## src/design/cfi_regs.svh

```systemverilog
`ifndef CFI_REGS_SVH
`define CFI_REGS_SVH

// register offsets
`define CFI_ADDR_SYS_FLAGS   8'h08
`define CFI_ADDR_CHG_FLAGS   8'h09
`define CFI_ADDR_BST_FLAGS   8'h0A
`define CFI_ADDR_SYS_MASK    8'h0B
`define CFI_ADDR_CHG_MASK    8'h0C

// reset values
`define CFI_RST_BYTE         8'h00

// system flag positions
`define CFI_SYS_OVERTEMP     7
`define CFI_SYS_INPUT_OV     6
`define CFI_SYS_BACKLIGHT    0
// system flag bits that exist
`define CFI_SYS_USED         8'hC1
// reserved read-write bits 4:1 of the system flag register
`define CFI_SYS_RSVD_RW      8'h1E

// charger flag positions
`define CFI_CHG_REVERSE      7
`define CFI_CHG_BAD_ADAPTOR  6
`define CFI_CHG_BATT_OV      5
`define CFI_CHG_DONE         4
`define CFI_CHG_RECHARGE     3
`define CFI_CHG_TIMER        2
`define CFI_CHG_THERMAL_REG  1
`define CFI_CHG_POWER_LIMIT  0
// charger flags that are faults
`define CFI_CHG_FAULTS       8'hE4

// boost flags used, bits 7:3
`define CFI_BST_USED         8'hF8
// zero fill below the boost flags
`define CFI_BST_PAD          3'h0

// every charger mask bit exists
`define CFI_CHG_USED         8'hFF

// charger enable encodings
`define CFI_EN_OFF           2'h0
`define CFI_EN_RECHG_STOP    2'h2

`endif

```

## src/design/cfi_pkg.sv

```systemverilog
package cfi_pkg;

	// raw event levels from the analog monitors
	typedef struct packed {
		logic       overtemp;
		logic       input_overvolt;
		logic       backlight_overvolt;
		logic [7:0] charger;
		logic [4:0] boost;
	} cfi_events_s;

	// register access from the serial front end
	typedef struct packed {
		logic       wr;
		logic       rd;
		logic [7:0] addr;
		logic [7:0] wdata;
	} cfi_bus_s;

	typedef struct packed {
		logic [7:0] sys_flags;
		logic [7:0] chg_flags;
		logic [7:0] bst_flags;
		logic [7:0] sys_mask;
		logic [7:0] chg_mask;
		logic [7:0] rdata;
		logic [1:0] charger_enable_field;
		logic       irq;
	} cfi_state_s;

endpackage

```

## src/design/cfi_flags.sv

```systemverilog
`timescale 1ns/10ps
`include "cfi_regs.svh"
// Functional notes
// - set system bit 7 above shutdown temperature, clear below release.
// - set system bit 6 when input bus exceeds overvoltage threshold.
// - system bit 0 is backlight overvoltage; bits 5..1 reset to zero.
// - charger bit 7 flags reverse protection.
// - charger bit 6 flags bad adaptor below minimum input voltage.
// - charger bit 5 flags battery overvoltage while charging.
// - charger bit 2 flags the 32-minute safety timer expiry as fault.
// - charger bit 1 warns while thermal regulation limits charge.
// - charger bit 0 warns while input power limit loop is active.
// - any charger fault forces the charger enable field to off.
// - recharge request turns charger off only when enable field is 10.
// - boost bit 7 flags boost output overvoltage.
// - boost bits 6..3 flag overload, low battery, battery OV, timeout.
// - any boost fault forces the charger enable field to off.
// - system mask holds bits 7, 6, 0; one masks the event.
// - charger mask has one bit per charger flag, reset unmasked.
// - masks never stop fault detection or protective shutdown.
// - a masked flag still records but does not reach the pin.
module cfi_flags
	import cfi_pkg::*;
(
	// clock and reset
	input  wire logic        clk_in,
	input  wire logic        rst_in,
	// event levels from the monitors
	input  wire cfi_events_s events_in,
	// register access
	input  wire cfi_bus_s    bus_in,
	output logic [7:0]       rdata_out,
	// charger enable field, host writes pass through here
	input  wire logic        enable_wr_in,
	input  wire logic [1:0]  enable_wdata_in,
	output logic [1:0]       charger_enable_field_out,
	// interrupt pin
	output logic             irq_out
);

	// ****************************************
	// state
	// ****************************************
	cfi_state_s st_q;
	cfi_state_s st_d;

	// ****************************************
	// decode helpers
	// ****************************************
	// bus reads the given register this cycle
	function automatic logic rd_hit(
		input cfi_bus_s   bus,
		input logic [7:0] addr
	);
		rd_hit = bus.rd && (bus.addr == addr);
	endfunction

	// bus writes the given register this cycle
	function automatic logic wr_hit(
		input cfi_bus_s   bus,
		input logic [7:0] addr
	);
		wr_hit = bus.wr && (bus.addr == addr);
	endfunction

	// ****************************************
	// event vectors in register bit order
	// ****************************************
	function automatic logic [7:0] sys_events(
		input cfi_events_s ev
	);
		logic [7:0] v;

		v                     = `CFI_RST_BYTE;
		v[`CFI_SYS_OVERTEMP]  = ev.overtemp;
		v[`CFI_SYS_INPUT_OV]  = ev.input_overvolt;
		v[`CFI_SYS_BACKLIGHT] = ev.backlight_overvolt;
		sys_events            = v;
	endfunction

	function automatic logic [7:0] chg_events(
		input cfi_events_s ev
	);
		logic [7:0] c;
		logic [7:0] v;

		c = ev.charger;
		v = `CFI_RST_BYTE;
		v[`CFI_CHG_REVERSE]     = c[`CFI_CHG_REVERSE];
		v[`CFI_CHG_BAD_ADAPTOR] = c[`CFI_CHG_BAD_ADAPTOR];
		v[`CFI_CHG_BATT_OV]     = c[`CFI_CHG_BATT_OV];
		v[`CFI_CHG_DONE]        = c[`CFI_CHG_DONE];
		v[`CFI_CHG_RECHARGE]    = c[`CFI_CHG_RECHARGE];
		v[`CFI_CHG_TIMER]       = c[`CFI_CHG_TIMER];
		v[`CFI_CHG_THERMAL_REG] = c[`CFI_CHG_THERMAL_REG];
		v[`CFI_CHG_POWER_LIMIT] = c[`CFI_CHG_POWER_LIMIT];
		chg_events = v;
	endfunction

	// boost monitors feed bits 7:3, bits 2:0 stay zero
	function automatic logic [7:0] bst_events(
		input cfi_events_s ev
	);
		logic [7:0] v;

		v          = {ev.boost, `CFI_BST_PAD};
		bst_events = v & `CFI_BST_USED;
	endfunction

	// ****************************************
	// flag and mask updates
	// ****************************************
	// read-clear: clear reported bits, but a live event still sets
	function automatic logic [7:0] flag_next(
		input logic [7:0] cur,
		input logic [7:0] ev,
		input logic       rd_clr
	);
		flag_next = (rd_clr ? `CFI_RST_BYTE : cur) | ev;
	endfunction

	// overtemp follows its level; reserved bits 4:1 are host storage
	function automatic logic [7:0] sys_flags_next(
		input logic [7:0] cur,
		input logic [7:0] ev,
		input logic       rd_clr,
		input logic       wr,
		input logic [7:0] wdata
	);
		logic [7:0] v;

		v = flag_next(cur, ev, rd_clr) & `CFI_SYS_USED;
		v = v | (cur & `CFI_SYS_RSVD_RW);
		v[`CFI_SYS_OVERTEMP] = ev[`CFI_SYS_OVERTEMP];
		if (wr)
			v = (v & ~`CFI_SYS_RSVD_RW) | (wdata & `CFI_SYS_RSVD_RW);
		sys_flags_next = v;
	endfunction

	// a mask only gates the pin, never the flag or the protection
	function automatic logic [7:0] mask_next(
		input logic [7:0] cur,
		input logic       wr,
		input logic [7:0] wdata,
		input logic [7:0] used
	);
		mask_next = wr ? (wdata & used) : cur;
	endfunction

	// ****************************************
	// protective shutdown
	// ****************************************
	// any charger or boost event that must stop the charger
	function automatic logic must_stop(
		input logic [1:0] cur,
		input logic [7:0] chg_ev,
		input logic [7:0] bst_ev
	);
		logic chg_fault;
		logic rechg_stop;
		logic bst_fault;

		chg_fault  = |(chg_ev & `CFI_CHG_FAULTS);
		rechg_stop = chg_ev[`CFI_CHG_RECHARGE]
			&& (cur == `CFI_EN_RECHG_STOP);
		bst_fault  = |bst_ev;
		must_stop  = chg_fault | rechg_stop | bst_fault;
	endfunction

	// raw events act here, so masks cannot stop a shutdown
	function automatic logic [1:0] enable_next(
		input logic [1:0] cur,
		input logic       wr,
		input logic [1:0] wdata,
		input logic [7:0] chg_ev,
		input logic [7:0] bst_ev
	);
		// protection wins over a host write in the same cycle
		if (must_stop(cur, chg_ev, bst_ev))
			enable_next = `CFI_EN_OFF;
		else if (wr)
			enable_next = wdata;
		else
			enable_next = cur;
	endfunction

	// ****************************************
	// interrupt pin
	// ****************************************
	// one source reaches the pin while a set flag is unmasked
	function automatic logic pending(
		input logic [7:0] flags,
		input logic [7:0] mask
	);
		pending = |(flags & ~mask);
	endfunction

	// boost flags have no mask in this block and always reach the pin
	function automatic logic irq_level(
		input logic [7:0] sys_flags,
		input logic [7:0] sys_mask,
		input logic [7:0] chg_flags,
		input logic [7:0] chg_mask,
		input logic [7:0] bst_flags
	);
		logic sys_pend;
		logic chg_pend;
		logic bst_pend;

		sys_pend  = pending(sys_flags & `CFI_SYS_USED, sys_mask);
		chg_pend  = pending(chg_flags, chg_mask);
		bst_pend  = |bst_flags;
		irq_level = sys_pend | chg_pend | bst_pend;
	endfunction

	// ****************************************
	// read data
	// ****************************************
	// data comes from the value before any read-clear
	function automatic logic [7:0] read_mux(
		input cfi_state_s s,
		input logic [7:0] addr
	);
		unique case (addr)
			`CFI_ADDR_SYS_FLAGS: read_mux = s.sys_flags;
			`CFI_ADDR_CHG_FLAGS: read_mux = s.chg_flags;
			`CFI_ADDR_BST_FLAGS: read_mux = s.bst_flags;
			`CFI_ADDR_SYS_MASK:  read_mux = s.sys_mask;
			`CFI_ADDR_CHG_MASK:  read_mux = s.chg_mask;
			default:             read_mux = `CFI_RST_BYTE;
		endcase
	endfunction

	// ****************************************
	// next state
	// ****************************************
	always_comb begin
		logic [7:0] sys_ev;
		logic [7:0] chg_ev;
		logic [7:0] bst_ev;
		logic       rd_sys;
		logic       rd_chg;
		logic       rd_bst;
		logic       wr_sys;
		logic       wr_smask;
		logic       wr_cmask;
		// event vectors
		sys_ev   = sys_events(events_in);
		chg_ev   = chg_events(events_in);
		bst_ev   = bst_events(events_in);
		// bus decode
		rd_sys   = rd_hit(bus_in, `CFI_ADDR_SYS_FLAGS);
		rd_chg   = rd_hit(bus_in, `CFI_ADDR_CHG_FLAGS);
		rd_bst   = rd_hit(bus_in, `CFI_ADDR_BST_FLAGS);
		wr_sys   = wr_hit(bus_in, `CFI_ADDR_SYS_FLAGS);
		wr_smask = wr_hit(bus_in, `CFI_ADDR_SYS_MASK);
		wr_cmask = wr_hit(bus_in, `CFI_ADDR_CHG_MASK);
		st_d     = st_q;

		// read data holds between reads
		if (bus_in.rd)
			st_d.rdata = read_mux(st_q, bus_in.addr);

		// flag registers
		st_d.sys_flags = sys_flags_next(st_q.sys_flags, sys_ev, rd_sys,
			wr_sys, bus_in.wdata);
		st_d.chg_flags = flag_next(st_q.chg_flags, chg_ev, rd_chg);
		st_d.bst_flags = flag_next(st_q.bst_flags, bst_ev, rd_bst);

		// masks
		st_d.sys_mask  = mask_next(st_q.sys_mask, wr_smask, bus_in.wdata,
			`CFI_SYS_USED);
		st_d.chg_mask  = mask_next(st_q.chg_mask, wr_cmask, bus_in.wdata,
			`CFI_CHG_USED);

		// charger enable
		st_d.charger_enable_field = enable_next(st_q.charger_enable_field,
			enable_wr_in, enable_wdata_in, chg_ev, bst_ev);

		// pin from the new flags after masking
		st_d.irq = irq_level(st_d.sys_flags, st_d.sys_mask,
			st_d.chg_flags, st_d.chg_mask, st_d.bst_flags);
	end

	// ****************************************
	// registers
	// ****************************************
	always_ff @(posedge clk_in or posedge rst_in) begin
		if (rst_in) begin
			st_q <= '0;
		end else begin
			st_q <= st_d;
		end
	end

	// ****************************************
	// outputs
	// ****************************************
	assign rdata_out                = st_q.rdata;
	assign charger_enable_field_out = st_q.charger_enable_field;
	assign irq_out                  = st_q.irq;

endmodule // cfi_flags

```

## config.mk

```make
export PLATFORM = sky130hd
export DESIGN_NAME = cfi_flags
export DESIGN_NICKNAME = d
export VERILOG_FILES = /design/src/design/cfi_pkg.sv /design/src/design/cfi_flags.sv
export VERILOG_INCLUDE_DIRS = /design/src /design/src/design
export SDC_FILE = /design/constraint.sdc
export NUM_CORES = 1
export LEC_CHECK = 0
export BUFFER_PORTS_ARGS = -buffer_cell sky130_fd_sc_hd__clkbuf_2
export CORE_MARGIN = 2
export CORE_UTILIZATION = 50
export DETAILED_ROUTE_END_ITERATION = 8
export PLACE_DENSITY = 0.81
export SYNTH_ARGS = -nofsm -noshare
export SYNTH_HDL_FRONTEND = slang
export SYNTH_SLANG_ARGS = --single-unit
```

## constraint.sdc

```tcl
create_clock -name clk_in -period 2.45 [get_ports clk_in]
set_input_delay 0.245 -clock clk_in [delete_from_list [all_inputs] [get_ports clk_in]]
set_output_delay 0.245 -clock clk_in [all_outputs]
set_load 0.02 [all_outputs]
```

==> run summary <==
Status: completed
Sequential-to-total area share from yosys stat: 0.518
Critical path data required time: 2.63 ns
Layout Skew: 0.00237 ns
Critical Path Source Type: input port
Core ar.: 4690 um2
Dpl hpwl: 4350 um
Ranking of synthesized cells by area: dfrtp_1 (52%), mux4_2 (6.5%), buf_4 (3.1%)
Min Clock Period, post-route: 2.05 ns
Clock Pin Slew Worst Setup and Hold Paths: 0.08 ns
Clock Tree Buf Depth: 2
Remaining DRCs: 0
Grt met3 use: 0.0590
Max-cap viol count: 0
Number of global-route vias before repair: 1934
ANT nets after route: 0
Share of power burned in the clock network: 0.344
ANT cells: 0
Ys flop type: dfrtp_1
Area share of the largest cell type after synthesis: 0.518
Net Sw Power: 0.366 mW
M2 GR Usage: 0.373
Die width: 73.5 um
Setup TNS: 0 ns
Share of layout cells above drive strength 1: 0.338
CTS H-tree depth: 2
Crit end category: flip-flop
Crit path from: bus_in[13]
Commonest non-fill, non-tap cell in the layout: dfrtp_1
Synth Warn #: 0
Congestion Overflow GR: 0
Initial Util: 0.515
Setup ws final: 0.404 ns
Async SR Flop Fraction: 1.00
Gate count of the mapped netlist: 221
Final Max Tran Viols: 0
Syn-to-layout area delta: 16.8%
Worst reg2reg path startpoint: st_q[29]$_DFF_PP0_
Register share of total power: 0.546
Crit Path Category: in2reg
Rows: 25
Hold Vio Cnt, Final: 0
#FFs+latches synth: 50
Final instance area: 2820 um2
CTS tree: done
EDFF count, synth: 0
Max rail drop VDD: 0.000398 V
Unrepaired setup endpoints after global routing: false
Startpoint of the worst hold path: events_in[15]
Starting DRT DRC Count: 183
Average size of a mapped cell: 10.9 um2
Placement Cell Area: 2700 um2
Post-synth net total: 260
Antenna violations before repair: 0
Worst-margin pin slew: 0.516 ns
Buffers on Ports: 49
Pin count of the biggest net entering global routing: 24
Final Util: 0.601
First-pass GRT wire length: 9410 um
P_leak: 1.30 nW
Die Y: 73.5 um
Net count, final: 310
Max frequency: 489 MHz
Vias per inst: 5.85
Cell internal pwr: 1.20 mW
Finish-stage setup viols: 0
GRT Util Overall: 0.233
Critical path peak fanout: 11
Top Ports: 50
GRT busiest layer: met2
Via Count: 1907
Post-CTS setup buffer count: 0
Post-CTS sizing: 0
HP Class: in2reg
Initial DRT Pass Iterations: 4
WL final: 5650 um
Most frequent cells in the layout: dfrtp_1 (50), clkbuf_2 (49), inv_1 (18), nor2_1 (13)
Slew HR: 0.647
Post-synth top area cell: dfrtp_1
Die area: 5400 um2
CTS Root Cell: clkbuf_8
Gpl congestion: 0.978
Switching Share: 0.233
Drt wl/cell: 17.3 um
Power Dens Cells: 557 nW/um2
Post-cts hold buffer count: 1
Clk_lat worst skew: 0.30 ns
TritonCTS sink count: 50
Num CTS Buffers: 5
CP Data Arrival Time: 2.22 ns
Final period utilization: 0.835
Setup WS pre-CTS: 0.0955 ns
Global-route met1 utilization: 0.321
Synthesized cell area: 2410 um2
Synth unique cells: 35
Comb pwr share: 0.110
## cell type report
type | count | area, um2
repair buffers | 62 | 345
inverters | 19 | 71.3
well taps | 54 | 67.6
flip-flops and latches | 50 | 1250
fillers | 415 | 1870
clock buffers | 8 | 110
multi-input cells | 133 | 975
## synthesized netlist by cell type (2+ instances only)
master and number:
nand3_1 6, nor4_1 2, o31ai_1 8, or4_1 4, mux2i_1 2, or2_2 8, nor2_1 13, and2_1 8
a21o_1 4, mux4_2 7, inv_1 19, clkbuf_1 5, a31oi_1 8, nand2_1 6, a21oi_1 10, o21ai_0 12
nor2b_1 2, o2111ai_1 3, a22oi_1 8, dfrtp_1 50, buf_1 2, buf_4 10, mux2_2 6, o221ai_1 7
## critical path, cell delays in order
cell       delay [ns]
clkbuf_2         0.08
or4_1            0.56
or4_4            0.61
o221ai_1         0.23
o2111ai_1        0.12
or3_1            0.37
## state kept, by name, indices dropped and copies added (netlist names)
register,cells
charger_enable_field_out,2
st_q,39
rdata_out,8
irq_out,1
## layer usage
layer  share of wire  vias up
met3           0.067        7
met1            0.45      924
met5               0        -
met2            0.47       73
li1                -      903
met4           0.013        0
## logic make-up after synthesis
kind of cell | count (synthesis) | share of synthesized area
AND/OR/NAND/NOR | 56 | 0.131
flip-flops | 50 | 0.518
AO/OA/AOI/OAI | 62 | 0.172
buffers and inverters | 38 | 0.0782
multiplexers | 15 | 0.102
## per-stage QoR
stage | hold slack (ns) | std cells | power [mW]
floorplan | 0.276 | 221 | 0.976
global route | 0.0782 | 326 | 1.63
global placement | 0.157 | 317 | 1.04
CTS | 0.0871 | 326 | 1.58
detailed placement | 0.164 | 317 | 1.05
finish | 0.0871 | 326 | 1.57
## worst paths after layout
check | endpoint | slack, ns | cells after the start
max reg2reg | irq_out$_DFF_PP0_ | 0.50 | 5
max | irq_out$_DFF_PP0_ | 0.40 | 6
min in group asynchronous | st_q[16]$_DFF_PP0_ | 0.40 | 3
max in group asynchronous | st_q[23]$_DFF_PP0_ | 1.48 | 4
min reg2reg | st_q[24]$_DFF_PP0_ | 0.49 | 1
min | st_q[50]$_DFF_PP0_ | 0.09 | 1
## power groups by stage
stage               Sequential [mW]  Clock (mW)  Combinational (mW)
CTS                           0.857       0.549               0.174
floorplan                     0.870           0               0.106
global route                  0.860       0.580               0.191
global placement              0.873           0               0.168
finish                        0.857       0.541               0.173
detailed placement            0.873           0               0.172
Power figures use the tool's default switching activity.
